[src/logic/spbc_pkg.sv]
// Overview of operation
// - four-bit count shown on four outputs
// - all state bits change on rising edge
// - clear low forces zero, highest priority
// - preset low loads data, enables ignored
// - both enables high increment the count
// - either enable low holds the count
// - plain modulo-16 counting, fifteen wraps zero
// - carry high only at fifteen with enable
// - control changes act only at edges, except carry enable on the carry output
// - enable transitions allowed at any level
package spbc_pkg;

  // ****************************************************************
  // counter
  // ****************************************************************
  localparam int unsigned    COUNT_W        = 4;
  localparam logic [3:0]     COUNT_CLEAR    = 4'h0;
  localparam logic [3:0]     COUNT_ONE      = 4'h1;
  localparam logic [3:0]     COUNT_TERMINAL = 4'hF;

  // ****************************************************************
  // register bus
  // ****************************************************************
  localparam int unsigned    APB_ADDR_W     = 12;
  localparam int unsigned    APB_DATA_W     = 32;
  localparam logic [31:0]    APB_ZERO       = 32'h0000_0000;

  localparam logic [11:0]    OFS_CMD        = 12'h000;
  localparam logic [11:0]    OFS_PRESET     = 12'h004;
  localparam logic [11:0]    OFS_STATUS     = 12'h008;
  localparam logic [11:0]    OFS_EVENTS     = 12'h00C;
  localparam logic [11:0]    OFS_WRAPS      = 12'h010;
  localparam logic [11:0]    OFS_MATCH      = 12'h014;
  localparam logic [11:0]    OFS_CAPTURE    = 12'h018;

  // command bits, write-only pulses
  localparam int unsigned    CMD_CLEAR_BIT   = 0;
  localparam int unsigned    CMD_LOAD_BIT    = 1;
  localparam int unsigned    CMD_CAPTURE_BIT = 2;

  // status fields
  localparam int unsigned    ST_COUNT_LSB   = 0;
  localparam int unsigned    ST_CARRY_BIT   = 4;
  localparam int unsigned    ST_CLEAR_BIT   = 5;
  localparam int unsigned    ST_LOAD_BIT    = 6;
  localparam int unsigned    ST_ENP_BIT     = 7;
  localparam int unsigned    ST_ENT_BIT     = 8;

  // sticky event bits, write one to clear
  localparam int unsigned    EVT_W          = 4;
  localparam int unsigned    EVT_WRAP_BIT   = 0;
  localparam int unsigned    EVT_CARRY_BIT  = 1;
  localparam int unsigned    EVT_MATCH_BIT  = 2;
  localparam int unsigned    EVT_CLEAR_BIT  = 3;
  localparam logic [3:0]     EVT_RST        = 4'h0;

  localparam int unsigned    WRAP_CNT_W     = 16;
  localparam logic [15:0]    WRAP_CNT_RST   = 16'h0000;
  localparam logic [15:0]    WRAP_CNT_ONE   = 16'h0001;
  localparam logic [15:0]    WRAP_CNT_MAX   = 16'hFFFF;

  localparam logic [3:0]     PRESET_RST     = 4'h0;
  localparam logic [3:0]     MATCH_RST      = 4'hF;
  localparam int unsigned    CAP_CARRY_BIT  = 4;
  localparam logic [4:0]     CAPTURE_RST    = 5'h00;

endpackage

[src/logic/spbc_ctr_if.sv]
`timescale 1ns/1ps
interface spbc_ctr_if;
  logic                              clearN;
  logic                              loadN;
  logic [spbc_pkg::COUNT_W-1:0]      presetVal;
  logic                              countEn;
  logic                              carryEn;
  logic [spbc_pkg::COUNT_W-1:0]      count;
  logic                              terminalCarry;
  logic                              stepping;

  modport core (
    input  clearN,
    input  loadN,
    input  presetVal,
    input  countEn,
    input  carryEn,
    output count,
    output terminalCarry,
    output stepping
  );

  modport ctl (
    output clearN,
    output loadN,
    output presetVal,
    output countEn,
    output carryEn,
    input  count,
    input  terminalCarry,
    input  stepping
  );
endinterface

[src/logic/spbc_core.sv]
`timescale 1ns/1ps
module spbc_core (
  input  wire logic  sys_clk,
  input  wire logic  rst_b,
  spbc_ctr_if.core   ctr
);

  // ****************************************************************
  // count state
  // ****************************************************************
  logic [spbc_pkg::COUNT_W-1:0] countQ;
  logic [spbc_pkg::COUNT_W-1:0] countD;
  logic                         stepOk;

  // the count takes its inputs only here, at the edge
  always_ff @(posedge sys_clk or negedge rst_b) begin
    if (!rst_b) begin
      countQ <= spbc_pkg::COUNT_CLEAR;
    end else begin
      countQ <= countD;
    end
  end

  assign stepOk = ctr.clearN & ctr.loadN & ctr.countEn & ctr.carryEn;

  always_comb begin
    if (!ctr.clearN) begin
      countD = spbc_pkg::COUNT_CLEAR;
    end else if (!ctr.loadN) begin
      countD = ctr.presetVal;
    end else if (ctr.countEn && ctr.carryEn) begin
      countD = countQ + spbc_pkg::COUNT_ONE;
    end else begin
      countD = countQ;
    end
  end

  // ****************************************************************
  // outputs
  // ****************************************************************
  assign ctr.count         = countQ;
  assign ctr.stepping      = stepOk;
  // no register stage, so a following stage sees it this cycle
  assign ctr.terminalCarry = ctr.carryEn & (countQ == spbc_pkg::COUNT_TERMINAL);

endmodule // spbc_core

[src/logic/spbc_top.sv]
`timescale 1ns/1ps
module spbc_top (
  input  wire logic         sys_clk,
  input  wire logic         rst_b,
  // apb slave
  input  wire logic         psel,
  input  wire logic         penable,
  input  wire logic         pwrite,
  input  wire logic [11:0]  paddr,
  input  wire logic [31:0]  pwdata,
  output logic      [31:0]  prdata,
  output logic              pready,
  output logic              pslverr,
  // counter pins
  input  wire logic         sync_clear_n,
  input  wire logic         preset_strobe_n,
  input  wire logic         preset_in_0,
  input  wire logic         preset_in_1,
  input  wire logic         preset_in_2,
  input  wire logic         preset_in_3,
  input  wire logic         parallel_count_enable,
  input  wire logic         carry_enable,
  output logic              count_out_0,
  output logic              count_out_1,
  output logic              count_out_2,
  output logic              count_out_3,
  output logic              terminal_carry_out
);

  // ****************************************************************
  // counter core
  // ****************************************************************
  spbc_ctr_if ctr ();

  spbc_core u_core (
    .sys_clk (sys_clk),
    .rst_b   (rst_b),
    .ctr     (ctr)
  );

  // ****************************************************************
  // apb decode
  // ****************************************************************
  logic        setupPhase;
  logic        accessPhase;
  logic        wrEn;
  logic        rdSetup;
  logic        hitCmd;
  logic        hitPreset;
  logic        hitStatus;
  logic        hitEvents;
  logic        hitWraps;
  logic        hitMatch;
  logic        hitCapture;
  logic        addrMapped;

  assign setupPhase  = psel & ~penable;
  assign accessPhase = psel & penable;
  assign wrEn        = accessPhase & pwrite;
  assign rdSetup     = setupPhase & ~pwrite;

  assign hitCmd      = (paddr == spbc_pkg::OFS_CMD);
  assign hitPreset   = (paddr == spbc_pkg::OFS_PRESET);
  assign hitStatus   = (paddr == spbc_pkg::OFS_STATUS);
  assign hitEvents   = (paddr == spbc_pkg::OFS_EVENTS);
  assign hitWraps    = (paddr == spbc_pkg::OFS_WRAPS);
  assign hitMatch    = (paddr == spbc_pkg::OFS_MATCH);
  assign hitCapture  = (paddr == spbc_pkg::OFS_CAPTURE);

  assign addrMapped  = hitCmd | hitPreset | hitStatus | hitEvents
                     | hitWraps | hitMatch | hitCapture;

  // zero wait states; unmapped addresses answer with an error
  assign pready      = 1'b1;
  assign pslverr     = accessPhase & ~addrMapped;

  // ****************************************************************
  // software commands
  // ****************************************************************
  logic softClearQ;
  logic softLoadQ;
  logic softCaptureQ;

  // one-cycle pulses, applied at the edge after the write
  always_ff @(posedge sys_clk or negedge rst_b) begin
    if (!rst_b) begin
      softClearQ <= 1'b0;
    end else begin
      softClearQ <= wrEn & hitCmd & pwdata[spbc_pkg::CMD_CLEAR_BIT];
    end
  end

  always_ff @(posedge sys_clk or negedge rst_b) begin
    if (!rst_b) begin
      softLoadQ <= 1'b0;
    end else begin
      softLoadQ <= wrEn & hitCmd & pwdata[spbc_pkg::CMD_LOAD_BIT];
    end
  end

  always_ff @(posedge sys_clk or negedge rst_b) begin
    if (!rst_b) begin
      softCaptureQ <= 1'b0;
    end else begin
      softCaptureQ <= wrEn & hitCmd & pwdata[spbc_pkg::CMD_CAPTURE_BIT];
    end
  end

  // ****************************************************************
  // preset and match registers
  // ****************************************************************
  logic [spbc_pkg::COUNT_W-1:0] presetQ;
  logic [spbc_pkg::COUNT_W-1:0] matchQ;

  always_ff @(posedge sys_clk or negedge rst_b) begin
    if (!rst_b) begin
      presetQ <= spbc_pkg::PRESET_RST;
    end else if (wrEn && hitPreset) begin
      presetQ <= pwdata[spbc_pkg::COUNT_W-1:0];
    end
  end

  always_ff @(posedge sys_clk or negedge rst_b) begin
    if (!rst_b) begin
      matchQ <= spbc_pkg::MATCH_RST;
    end else if (wrEn && hitMatch) begin
      matchQ <= pwdata[spbc_pkg::COUNT_W-1:0];
    end
  end

  // ****************************************************************
  // drive the core
  // ****************************************************************
  logic [spbc_pkg::COUNT_W-1:0] pinPreset;

  assign pinPreset = {preset_in_3, preset_in_2, preset_in_1, preset_in_0};

  // pins come from same-clock logic, so no synchroniser
  assign ctr.clearN    = sync_clear_n & ~softClearQ;
  assign ctr.loadN     = preset_strobe_n & ~softLoadQ;
  // a strobe on the pin wins over the software preset value
  assign ctr.presetVal = preset_strobe_n ? presetQ : pinPreset;
  assign ctr.countEn   = parallel_count_enable;
  assign ctr.carryEn   = carry_enable;

  // ****************************************************************
  // pin outputs
  // ****************************************************************
  assign count_out_0        = ctr.count[0];
  assign count_out_1        = ctr.count[1];
  assign count_out_2        = ctr.count[2];
  assign count_out_3        = ctr.count[3];
  assign terminal_carry_out = ctr.terminalCarry;

  // ****************************************************************
  // sticky events
  // ****************************************************************
  logic [spbc_pkg::EVT_W-1:0] evtSet;
  logic [spbc_pkg::EVT_W-1:0] evtClr;
  logic [spbc_pkg::EVT_W-1:0] eventsQ;
  logic [spbc_pkg::EVT_W-1:0] eventsD;
  logic                       wrapNow;

  assign wrapNow = ctr.stepping & (ctr.count == spbc_pkg::COUNT_TERMINAL);

  always_comb begin
    evtSet                          = '0;
    evtSet[spbc_pkg::EVT_WRAP_BIT]  = wrapNow;
    evtSet[spbc_pkg::EVT_CARRY_BIT] = ctr.terminalCarry;
    evtSet[spbc_pkg::EVT_MATCH_BIT] = (ctr.count == matchQ);
    evtSet[spbc_pkg::EVT_CLEAR_BIT] = ~ctr.clearN;
  end

  assign evtClr  = (wrEn & hitEvents) ? pwdata[spbc_pkg::EVT_W-1:0] : '0;
  // a new event in the clearing cycle survives
  assign eventsD = (eventsQ & ~evtClr) | evtSet;

  always_ff @(posedge sys_clk or negedge rst_b) begin
    if (!rst_b) begin
      eventsQ <= spbc_pkg::EVT_RST;
    end else begin
      eventsQ <= eventsD;
    end
  end

  // ****************************************************************
  // wrap counter
  // ****************************************************************
  logic [spbc_pkg::WRAP_CNT_W-1:0] wrapsQ;
  logic                            wrapsClr;

  assign wrapsClr = wrEn & hitWraps;

  // saturates; a wrap during the clearing write is kept
  always_ff @(posedge sys_clk or negedge rst_b) begin
    if (!rst_b) begin
      wrapsQ <= spbc_pkg::WRAP_CNT_RST;
    end else if (wrapsClr) begin
      wrapsQ <= wrapNow ? spbc_pkg::WRAP_CNT_ONE : spbc_pkg::WRAP_CNT_RST;
    end else if (wrapNow && (wrapsQ != spbc_pkg::WRAP_CNT_MAX)) begin
      wrapsQ <= wrapsQ + spbc_pkg::WRAP_CNT_ONE;
    end
  end

  // ****************************************************************
  // capture register
  // ****************************************************************
  logic [spbc_pkg::COUNT_W:0] captureQ;

  always_ff @(posedge sys_clk or negedge rst_b) begin
    if (!rst_b) begin
      captureQ <= spbc_pkg::CAPTURE_RST;
    end else if (softCaptureQ) begin
      captureQ <= {ctr.terminalCarry, ctr.count};
    end
  end

  // ****************************************************************
  // read data
  // ****************************************************************
  logic [31:0] statusWord;
  logic [31:0] readMux;
  logic [31:0] prdataQ;

  always_comb begin
    statusWord = spbc_pkg::APB_ZERO;
    statusWord[spbc_pkg::ST_COUNT_LSB +: spbc_pkg::COUNT_W] = ctr.count;
    statusWord[spbc_pkg::ST_CARRY_BIT] = ctr.terminalCarry;
    statusWord[spbc_pkg::ST_CLEAR_BIT] = sync_clear_n;
    statusWord[spbc_pkg::ST_LOAD_BIT]  = preset_strobe_n;
    statusWord[spbc_pkg::ST_ENP_BIT]   = parallel_count_enable;
    statusWord[spbc_pkg::ST_ENT_BIT]   = carry_enable;
  end

  always_comb begin
    readMux = spbc_pkg::APB_ZERO;
    if (hitPreset) begin
      readMux[spbc_pkg::COUNT_W-1:0] = presetQ;
    end else if (hitStatus) begin
      readMux = statusWord;
    end else if (hitEvents) begin
      readMux[spbc_pkg::EVT_W-1:0] = eventsQ;
    end else if (hitWraps) begin
      readMux[spbc_pkg::WRAP_CNT_W-1:0] = wrapsQ;
    end else if (hitMatch) begin
      readMux[spbc_pkg::COUNT_W-1:0] = matchQ;
    end else if (hitCapture) begin
      readMux[spbc_pkg::COUNT_W:0] = captureQ;
    end
  end

  // sampled in the setup cycle, held through the access cycle
  always_ff @(posedge sys_clk or negedge rst_b) begin
    if (!rst_b) begin
      prdataQ <= spbc_pkg::APB_ZERO;
    end else if (rdSetup) begin
      prdataQ <= readMux;
    end
  end

  assign prdata = prdataQ;

endmodule // spbc_top

[config.mk]
export PLATFORM = sky130hd
export DESIGN_NAME = spbc_top
export DESIGN_NICKNAME = d
export VERILOG_FILES = /design/src/logic/spbc_pkg.sv /design/src/logic/spbc_ctr_if.sv /design/src/logic/spbc_core.sv /design/src/logic/spbc_top.sv
export SDC_FILE = /design/constraint.sdc
export NUM_CORES = 1
export LEC_CHECK = 0
export BUFFER_PORTS_ARGS = -buffer_cell sky130_fd_sc_hd__buf_2
export CAP_MARGIN = 20
export CORE_MARGIN = 8
export CORE_UTILIZATION = 28
export DETAILED_ROUTE_END_ITERATION = 8
export PLACE_DENSITY = 0.55
export SLEW_MARGIN = 10
export SYNTH_ARGS = -nofsm -noshare
export SYNTH_HDL_FRONTEND = slang
export SYNTH_SLANG_ARGS = --single-unit
[constraint.sdc]
create_clock -name sys_clk -period 5 [get_ports sys_clk]
set_input_delay 1 -clock sys_clk [delete_from_list [all_inputs] [get_ports sys_clk]]
set_output_delay 1 -clock sys_clk [all_outputs]
set_load 0.02 [all_outputs]
Word level (Yosys, flattened, before mapping)
Index checks and enable logic that the tools add are counted.
- $add $sub $neg: 2
- $mul: 0
- divide/modulo/power cells: 0
- order comparisons: 0
- equality and inequality tests: 10
- shift operators: 0
- muxes and demuxes: 18
- bitwise logic cells: 33
- reduce and logical (&&, ||, !) cells: 6
- operators by type and width (kind ; count):
    two-way mux 16 bit ; 3
    equality test 12 x 5 -> 1 bit (second input constant) ; 3
    two-way mux 4 bit ; 8
    equality test 12 x 4 -> 1 bit (second input constant) ; 2
    two-way mux 12 bit ; 2
    bitwise AND 1 bit ; 18
    adder 16 x 1 -> 16 bit (second input constant) ; 1
    inequality test 16 bit (second input constant) ; 1
    equality test 12 x 3 -> 1 bit (second input constant) ; 1
    logical NOT 12 bit ; 1
    two-way mux 11 bit ; 1
    two-way mux 5 bit ; 2
    inverter 1 bit ; 6
    bitwise OR 1 bit ; 6
    adder 4 x 1 -> 4 bit (second input constant) ; 1
    bitwise AND 4 bit ; 1
    equality test 4 bit ; 1
    equality test 4 bit (second input constant) ; 1
    logical AND 1 bit ; 4
    inverter 4 bit ; 1
    bitwise OR 4 bit ; 1
    inequality test 3 bit (second input constant) ; 1
    two-way mux 1 bit ; 2
    nonzero test 2 bit ; 1
- bits in registers: 72
- bits in latches: 0
- bits in writable memories: 0
- memory bits (read-only): 0
- bits of input ports: 57
- output and inout port bits: 39
- word-level logic and storage cells: 79
- memories: 0

Longest topological paths before layout
Gate-level depths: netlist of the first run.
- depth in word-level cells: 9
- gate-level depth with buffers: 8

By module
Synthesis of the first run repeated with hierarchy kept, for this count alone.
- cells, all modules: 322
- area, all modules: 3201.8 sq um
- by module, submodules not included (module ; times used ; cells an instance ; area each (sq um) ; sequential area each (sq um)):
    spbc_top ; 1 ; 295 ; 2965.3 ; 1306.3
    spbc_core ; 1 ; 27 ; 236.5 ; 100.1

Worst setup path after synthesis of the first run
OpenSTA, ideal clock, no wires.
- path kind: input to output
- start: in paddr[2]
- end: out pslverr
- arrival time: 1.883 ns
- setup slack: 2.117 ns
- cell stages on the path: 4
- buffers on the path: 2
- path through: buf_2 clkbuf_1 a31oi_1 nor2_1
- longest elaborated chain between the ends: 9
- elaborated cells on any way between the ends: 15
- classes of those cells: eq/ne (6); bitwise (8); reduce/logical (1)
- ends and longest elaborated chain (element ; RTL line ; RTL):
    start: declaration ; spbc_top.sv:9 ; input wire logic [11:0] paddr,
    equality test 12 x 3 -> 1 bit or logical NOT 12 bit (tied branches) ; spbc_top.sv:63, spbc_top.sv:62 ;
    bitwise OR 1 bit (3 in a row) ; spbc_top.sv:70 ; assign addrMapped = hitCmd | hitPreset | hitStatus | hitEvents
    bitwise OR 1 bit (2 in a row) ; spbc_top.sv:71 ; | hitWraps | hitMatch | hitCapture;
    bitwise OR 1 bit * ; spbc_top.sv:71 ;
    inverter 1 bit * ; spbc_top.sv:75 ; assign pslverr = accessPhase & ~addrMapped;
    bitwise AND 1 bit * ; spbc_top.sv:75 ;
    end: declaration ; spbc_top.sv:13 ; output logic pslverr,
Mark *: on every way between the ends. The rest lies on a longest branch, timed or not.

Worst setup path after layout of the first run
- start: in paddr[9]
- end: out pslverr
The elaborated chain is that of the path after synthesis.

==> out/metrics.yaml, run 1 <==
setup_path:
  crit_path_max_fanout: 4
  critPathRequiredTime_ns: 4.00
  end_kind: "primary output"
  crit_arrival_ns: 2.22
  worstSetupStartpointType: "primary input"
  rrSetupSlack_ns: 2.56
  worstSetupPathType: "in -> out"
timing:
  fin_worst_skew_ns: 0.008696
  period_needed_ns: 3.217
  slew_headroom_pct: 47.55
  fin_crit_sh_pct: 64.33
  final-setup-viol-count: 0
  worstMarginPinSlew_ns: 0.7803
  rsz0062_at_grt: "false"
  max_freq_mhz: 310.9
  setup_tns_ns: 0
  report.final.slew_viol_count: 0
  hold_viol: 0
clocking:
  post_cts_buffers: 0
  clock-sinks: 56
  cts_hold_repair.buffers: 0
  root_buffer: "clkbuf_8"
  cts.clk_slew.worst_paths_ns: 0.10
  clk_latency_ns: 0.31
  cts_buffer_depth: 2
  cts_tree: "yes"
  numCtsBuffers: 5
  htreeDepth: 2
  cts_resized: 0
power_and_ir_drop:
  p_total_uw: 858.5
  vdd_ir_drop_max_uv: 110.8
  power_density_mw_per_mm2: 246.6
  p_leak_uw: 0.001585
finish:
  antenna_cells: 0
  utilization_pct: 32.25
  fin_cells: 498
  drive_gt1_share_pct: 24.30
  fin_nets: 416
  area.growth.synth_to_final_pct: 12.91
  fillers: 1140
  fin_area_mm2: 0.003481
route:
  dr.first_iter.drc_count: 124
  viasPerCell: 4.843
  final_antenna_net_count: 0
  post_drt_wl_per_cell_um: 15.90
  drtPass1Iterations: 4
  drc: 0
  vias: 2412
  wl_um: 7917
synth:
  netlist_area_mm2: 0.003083
  synth_most_common_cell: "dfrtp_1"
  synth_top_area_cell: "dfrtp_1"
  ys_seq_elements: 56
  synth-edff-count: 0
  netlist.area_leader.share_pct: 42.21
  yosysWarnings: 0
  synthCells: 316
  synth-async-reset-ratio_pct: 100.0
  ys_top_cells_by_area: "dfrtp_1 42%, mux2_2 5.1%, buf_4 4.6%"
  synthFlopType: "dfrtp_1"
  netlist_top_cells_count: "52 x dfrtp_1, 37 x nand2_1, 30 x nor2_1"
  yosysUniqueCellTypes: 52
  synth_area_per_cell_um2: 9.756
  synth_seq_area_share_pct: 45.62
global_route:
  grt_pass1_vias: 2430
  grt_max_degree: 57
  grt_usage_pct: 11.07
  grt_pass1_wl_um: 12900
  gr-total-overflow: 0
  antenna_found_initial: 1
die:
  core_area_mm2: 0.01079
  die_w_um: 120.9
  initial_core_util_pct: 28.56
  die_area_mm2: 0.01462
  chipHeight_um: 120.9
  rows: 38
  ioPinCount: 96
placement:
  gp_congestion: 0.7790
  placed_cells_incl_taps: 490
  dpl_cell_area_mm2: 0.003369
  dp_hpwl_um: 5937
  io_buffer_count: 50
job:
  cap_violations: 0
outcome:
  status: "complete, no violations"
min_path:
  hold_class: "reg -> reg"
sequential cells by signal, summed over array words and instances, names as in the netlist:
signal / count
eventsQ: 4
softCaptureQ: 1
u_core.ctr.count: 4
softClearQ: 1
softLoadQ: 1
presetQ: 4
prdata: 16
matchQ: 4
wrapsQ: 16
captureQ: 5
per-stage QoR:
step / hold slack [ns] / worst slack, ns
3_5_place_dp: 0.4673 / 1.775
3_3_place_gp: 0.4660 / 1.770
4_1_cts: 0.4922 / 1.769
2_1_floorplan: 0.4500 / 2.117
5_1_grt: 0.5136 / 1.714
6_report: 0.4819 / 1.783
cell type report:
type,count,area (um2),area share [%]
timing repair buffer,52,265.3,7.620
clock buffer,5,68.82,1.977
multi-input combinational,242,1523,43.75
sequential,56,1406,40.40
tap,140,175.2,5.032
clock inverter,3,42.54,1.222
worst paths after layout:
path,start,cells past startpoint,to
setup / recovery,paddr[9],6,pslverr
setup reg to reg,u_core.ctr.count[0],6,wrapsQ[11]
hold reg to reg,prdata[7],2,prdata[7]
hold / removal,prdata[7],2,prdata[7]
max in group asynchronous,rst_b,2,wrapsQ[6]
min in group asynchronous,rst_b,2,wrapsQ[0]
power breakdown:
part | internal, uW | switching, uW | total (uW)
clock network | 149 | 155 | 304
logic | 26.8 | 57.7 | 84.5
registers | 458 | 12.2 | 470
total | 633 | 225 | 858
layer usage:
metal  part of all wire (%)  up-vias  routed length, um  global-route usage (%)
met4                    1.7        2                132                   4.372
li1                       -     1162                  -                       -
met3                    6.3       10                499                   2.652
met1                     44     1183               3472                   13.89
met2                     48       55               3799                   17.96
met5                   0.16        -                 13                       0
layout by cell type (no fill, tap or decap), drive strengths merged, types with 10 or more instances in the layout:
cell   Yosys  layout
dfrtp     52      52
nor3      16      16
a21oi     10      10
conb       2      17
buf       25      52
xnor2     15      15
nand2     37      37
o21ai     14      14
nor2      30      30
mux2      14      14
logic make-up (layout without fill, tap and decap cells):
group                      Yosys count  in the layout  share of synthesized area (%)
other                                2             17                         0.2436
xor gates and xnor gates            17             17                          4.830
adders and majority gates            2              2                         0.8116
buffers and inverters               33             60                          6.818
and+or+nand+nor                    133            133                          23.09
muxes                               21             21                          7.386
AOI/OAI and AO/OA                   52             52                          11.20
DFF                                 56             56                          45.62
critical path, stage by stage:
cell and delay [ns]:
buf_2 0.10, nor4_2 0.35, nand3_1 0.25, a31oi_1 0.30, nor2_1 0.06, buf_2 0.16
Power figures use the tool's default switching activity.
==> run 2: changes to the inputs <==
--- a/config.mk
+++ b/config.mk
@@ -5,12 +5,13 @@
 export SDC_FILE = /design/constraint.sdc
 export NUM_CORES = 1
 export LEC_CHECK = 0
+export ABC_AREA = 1
 export BUFFER_PORTS_ARGS = -buffer_cell sky130_fd_sc_hd__buf_2
 export CAP_MARGIN = 20
 export CORE_MARGIN = 8
 export CORE_UTILIZATION = 28
 export DETAILED_ROUTE_END_ITERATION = 8
-export PLACE_DENSITY = 0.55
+export PLACE_DENSITY = 0.56
 export SLEW_MARGIN = 10
 export SYNTH_ARGS = -nofsm -noshare
 export SYNTH_HDL_FRONTEND = slang
==> constraint.sdc (replaced) <==
create_clock -name sys_clk -period 2.7 [get_ports sys_clk]
set_input_delay 0.54 -clock sys_clk [delete_from_list [all_inputs] [get_ports sys_clk]]
set_output_delay 0.54 -clock sys_clk [all_outputs]
set_load 0.02 [all_outputs]
==> run 2 against run 1 <==
Critical path depth up 2; worst setup slack worse by 1.4 ns; routed wire length up 15%; flip-flop and latch count unchanged; largest power group unchanged; core utilization up 0.89 points; combinational power up 100%.
==> out/metrics.yaml, run 2 <==
power_and_ir_drop:
  clockPowerShare_pct: 43.2
  p_seq_share_pct: 47.5
  intPower_uw: 1386
  p_total_uw: 1821
  power_density_mw_per_mm2: 461.2
  power_switching_uw: 434.5
  p_leak_uw: 0.002071
  switching_share_pct: 23.86
  combPwrFrac_pct: 9.3
  vdd_ir_drop_max_uv: 209.9
synth:
  netlist.area_leader.share_pct: 38.26
  synth_most_common_cell: "nand2_1"
  ys_top_cells_by_area: "dfrtp_1 38%, nand2_1 12%, inv_1 6.0%"
  netlist_area_mm2: 0.003401
  synth_area_per_cell_um2: 7.540
  synthFlopType: "dfrtp_1"
  synthCells: 451
  yosysUniqueCellTypes: 36
  synth-async-reset-ratio_pct: 100.0
  ys_seq_elements: 56
  synth_top_area_cell: "dfrtp_1"
  synth-edff-count: 0
  yosysWarnings: 0
  netlist_top_cells_count: "105 x nand2_1, 54 x inv_1, 52 x dfrtp_1"
  synth_seq_area_share_pct: 41.35
placement:
  io_buffer_count: 50
  dp_hpwl_um: 7171
  gp_congestion: 0.8604
  placed_cells_incl_taps: 645
timing:
  fin_worst_skew_ns: 0.005371
  rsz0062_at_grt: "false"
  period_needed_ns: 2.293
  setup_tns_ns: 0
  max_freq_mhz: 436.1
  fin_crit_sh_pct: 84.93
  whs_ns: 0.1783
  final-setup-viol-count: 0
  report.final.slew_viol_count: 0
  hold_viol: 0
  slew_headroom_pct: 60.83
  worstMarginPinSlew_ns: 0.5858
clocking:
  clk_latency_ns: 0.30
  cts_hold_repair.buffers: 0
  cts.clk_slew.worst_paths_ns: 0.07
  post_cts_buffers: 0
  cts_resized: 0
  cts_tree: "yes"
  htreeDepth: 2
  clock-sinks: 56
  root_buffer: "clkbuf_16"
  cts_buffer_depth: 2
  numCtsBuffers: 5
route:
  viasPerCell: 4.674
  drc: 0
  vias: 3052
  post_drt_wl_per_cell_um: 13.97
  drtPass1Iterations: 5
  wl_um: 9124
  dr.first_iter.drc_count: 148
  final_antenna_net_count: 0
finish:
  area.growth.synth_to_final_pct: 16.08
  fin_nets: 564
  fin_cells: 653
  layout_common_cells: "105 x nand2_1, 54 x inv_1, 52 x dfrtp_1"
  antenna_cells: 0
  fillers: 1293
  final_common_cell: "nand2_1"
  drive_gt1_share_pct: 19.76
die:
  core_area_mm2: 0.01191
  rows: 40
  die_w_um: 126.2
  die_area_mm2: 0.01593
  chipHeight_um: 126.2
  initial_core_util_pct: 28.55
  ioPinCount: 96
setup_path:
  end_kind: "primary output"
  rrSetupSlack_ns: 0.60
  worstSetupStartpointType: "primary input"
  critPathRequiredTime_ns: 2.16
  worstSetupPathType: "in -> out"
  crit_arrival_ns: 1.75
  crit_path_max_fanout: 7
outcome:
  status: "complete, no violations"
global_route:
  gr-total-overflow: 0
  grt_pass1_vias: 3090
  grt_usage_pct: 11.87
  grt_pass1_wl_um: 15370
  grt_max_degree: 21
  antenna_found_initial: 0
min_path:
  hold_class: "in -> async"
job:
  cap_violations: 0
==> run 2: changes by cell type after synthesis, sizes merged, moves of 9 or more <==
cell   previous run  this run
nor4              9         0
nand4             0        13
nand2            37       108
xnor2            15         2
mux2             14         0
inv               0        57
nand3             8        45
o21ai            14        39
xor2              2        13
nor2             30        54
==> run 2: power by group through the flow <==
stage / clock [uW] / sequential (uW) / combinational (uW)
3_5_place_dp: 0 / 881 / 169
5_1_grt: 842 / 867 / 191
4_1_cts: 810 / 865 / 170
6_report: 787 / 866 / 169
3_3_place_gp: 0 / 881 / 167
2_1_floorplan: 0 / 883 / 110
==> run 2: cells by family (layout without fill, tap and decap cells) <==
family                     count (synthesis)  after routing  share of synthesized area [%]
AOI/OAI and AO/OA                         58             58                          10.27
xor gates and xnor gates                  15             15                          3.863
adders and majority gates                  2              2                         0.7357
buffers and inverters                     85            125                          12.21
DFF                                       56             56                          41.35
other                                      2             17                         0.2208
and+or+nand+nor                          233            233                          31.35
==> run 2: cell type report <==
cell class,instances,area [um2],share of cell area [%]
clock buffers,7,152.6,3.867
clock inverters,1,30.03,0.7607
inverters,57,214.0,5.420
multi-input cells,325,1635,41.43
flip-flops and latches,56,1406,35.63
well taps,147,183.9,4.659
repair buffers,60,325.3,8.241
==> run 2: worst paths after layout <==
check / startpoint / endpoint / depth (start not counted)
max in group asynchronous: rst_b / prdata[10] / 2
setup / recovery: paddr[6] / pslverr / 8
hold reg to reg: prdata[3] / prdata[3] / 2
hold / removal: rst_b / u_core.ctr.count[3] / 1
setup reg to reg: u_core.ctr.count[0] / wrapsQ[5] / 8
min in group sys_clk: prdata[3] / prdata[3] / 2
==> run 2: critical path: stages <==
cell and delay (ns):
buf_2 0.10, inv_1 0.04, nand2_1 0.09, nor2_1 0.40, nand3_1 0.22, nand3_1 0.13
nor3_1 0.06, buf_2 0.16
==> run 2: stage by stage <==
step	utilization, %	setup WS (ns)	area (um2)
after floorplan	-	0.5259	3457
after global placement	31.61	0.4331	3765
after detailed placement	31.61	0.4053	3765
after CTS	33.14	0.4062	3948
after global routing	33.14	0.2841	3948
final	33.14	0.4070	3948
==> run 2: layer usage <==
layer	track usage [%]	part of all wire, %	vias up
met3	2.658	6.1	11
met2	18.53	44	90
met4	4.388	1.7	0
li1	-	-	1533
met5	0	0	-
met1	15.69	48	1418
==> run 3: changes to the inputs <==
--- a/config.mk
+++ b/config.mk
@@ -11,7 +11,7 @@
 export CORE_MARGIN = 8
 export CORE_UTILIZATION = 28
 export DETAILED_ROUTE_END_ITERATION = 8
-export PLACE_DENSITY = 0.56
+export PLACE_DENSITY = 0.54
 export SLEW_MARGIN = 10
 export SYNTH_ARGS = -nofsm -noshare
 export SYNTH_HDL_FRONTEND = slang
==> constraint.sdc (replaced) <==
create_clock -name sys_clk -period 2.2 [get_ports sys_clk]
set_input_delay 0.44 -clock sys_clk [delete_from_list [all_inputs] [get_ports sys_clk]]
set_output_delay 0.44 -clock sys_clk [all_outputs]
set_load 0.02 [all_outputs]
==> run 3 against run 2 <==
Worst setup slack got worse by 0.24 ns; worst hold slack worse by 0.080 ns; clock skew up 0.0021 ns; flip-flop and latch count is the same; critical path depth fell by 2; sequential power rose by 22%; global-route usage barely moved; non-clock buffer count rose by 4; largest cell class unchanged.
==> out/metrics.yaml, run 3 (synthesis results as in run 2) <==
route:
  final_antenna_net_count: 0
  post_drt_wl_per_cell_um: 13.91
  dr.first_iter.drc_count: 167
  viasPerCell: 4.615
  drtPass1Iterations: 4
  drc: 0
  wl_um: 9136
  vias: 3032
setup_path:
  worstSetupPathType: "reg -> out"
  reg2reg_depth: 9
  cp.depth: 6
  crit_path_max_fanout: 6
  cp_num_buf_inv: 2
  max_stage_delay_ns: 0.44
  crit_arrival_ns: 1.59
  worstSetupStartpointType: "register"
  crit_path_top_delay_cell: "dfrtp_2"
  crit_chain: "ha_1 -> nand2_2 -> nor2_2 -> nand2_1 -> inv_1 -> buf_2"
  rrSetupSlack_ns: 0.44
  crit_family: "flip-flops"
  critPathRequiredTime_ns: 1.76
  end_kind: "primary output"
power_and_ir_drop:
  combPwrFrac_pct: 10.5
  vdd_ir_drop_max_uv: 288.8
  p_seq_share_pct: 51.6
  intPower_uw: 1527
  power_density_mw_per_mm2: 521.9
  clockPowerShare_pct: 37.9
  power_switching_uw: 526.1
  switching_share_pct: 25.62
  p_leak_uw: 0.002068
global_route:
  gr-total-overflow: 0
  grt_max_degree: 23
  antenna_found_initial: 0
  grt_usage_pct: 11.86
  grt_pass1_vias: 3128
  grt_pass1_wl_um: 15380
die:
  ioPinCount: 96
  die_w_um: 126.2
  core_area_mm2: 0.01191
  die_area_mm2: 0.01593
  rows: 40
  initial_core_util_pct: 28.55
  chipHeight_um: 126.2
clocking:
  post_cts_buffers: 0
  clock-sinks: 56
  clk_latency_ns: 0.30
  htreeDepth: 2
  root_buffer: "clkbuf_16"
  cts_buffer_depth: 2
  cts.clk_slew.worst_paths_ns: 0.07
  cts_tree: "yes"
  cts_hold_repair.buffers: 0
  numCtsBuffers: 5
finish:
  fin_nets: 568
  fin_area_mm2: 0.003934
  utilization_pct: 33.03
  final_common_cell: "nand2_1"
  drive_gt1_share_pct: 20.20
  layout_common_cells: "105 x nand2_1, 54 x inv_1, 51 x dfrtp_1"
  area.growth.synth_to_final_pct: 15.67
  antenna_cells: 0
  fillers: 1291
timing:
  setup_tns_ns: 0
  period_needed_ns: 2.030
  whs_ns: 0.09818
  slew_headroom_pct: 62.83
  report.final.slew_viol_count: 0
  fin_crit_sh_pct: 92.26
  worstMarginPinSlew_ns: 0.5569
  rsz0062_at_grt: "false"
  fin_worst_skew_ns: 0.007515
  final-setup-viol-count: 0
  max_freq_mhz: 492.7
  worst_slack_ns: 0.1704
  hold_viol: 0
min_path:
  hold_class: "in -> async"
placement:
  dpl_cell_area_mm2: 0.003795
  dp_hpwl_um: 7215
  place_ws_ns: 0.2420
  io_buffer_count: 50
  gp_congestion: 0.8348
outcome:
  status: "complete, no violations"
job:
  cap_violations: 0
-- run 3: worst paths after layout --
| check | startpoint | endpoint |
|---|---|---|
| setup / recovery | u_core.ctr.count[1] | terminal_carry_out |
| hold / removal | rst_b | u_core.ctr.count[0] |
| setup reg to reg | u_core.ctr.count[1] | wrapsQ[11] |
| hold reg to reg | prdata[0] | prdata[0] |
| max in group asynchronous | rst_b | prdata[0] |
| min in group sys_clk | sync_clear_n | prdata[5] |
-- run 3: through the flow --
step / cells / power, uW
2_1_floorplan: 466 / 1219
3_3_place_gp: 649 / 1290
3_5_place_dp: 649 / 1295
4_1_cts: 657 / 2089
5_1_grt: 657 / 2149
6_report: 657 / 2053
-- run 3: per-layer routing --
layer  global-route usage, %  wire [um]  vias to the layer above
met5                       0          0                        -
met4                   4.459        150                        0
met3                   2.954        654                       11
met2                   18.46       3977                       78
met1                   15.51       4354                     1403
li1                        -          -                     1540
-- run 3: power by group through the flow --
stage          Sequential [uW]  Clock (uW)  Combinational [uW]
2_1_floorplan             1080           0                 135
3_5_place_dp              1080           0                 217
4_1_cts                   1060         812                 218
3_3_place_gp              1080           0                 213
5_1_grt                   1060         846                 243
6_report                  1060         779                 215
-- run 3: cell type report --
cell class | instances | area, um2 | share of cell area (%)
inverters | 57 | 214.0 | 5.439
clock inverters | 1 | 5.005 | 0.1272
clock buffers | 7 | 132.6 | 3.371
multi-input cells | 325 | 1635 | 41.57
flip-flops and latches | 56 | 1408 | 35.78
repair buffers | 64 | 355.3 | 9.033
well taps | 147 | 183.9 | 4.676
-- run 3: repair_timing --
action | CTS | global route
endpoints found under the setup margin | 0 | 1
gates resized for setup | 0 | 1
endpoints found under the hold margin | 0 | 0
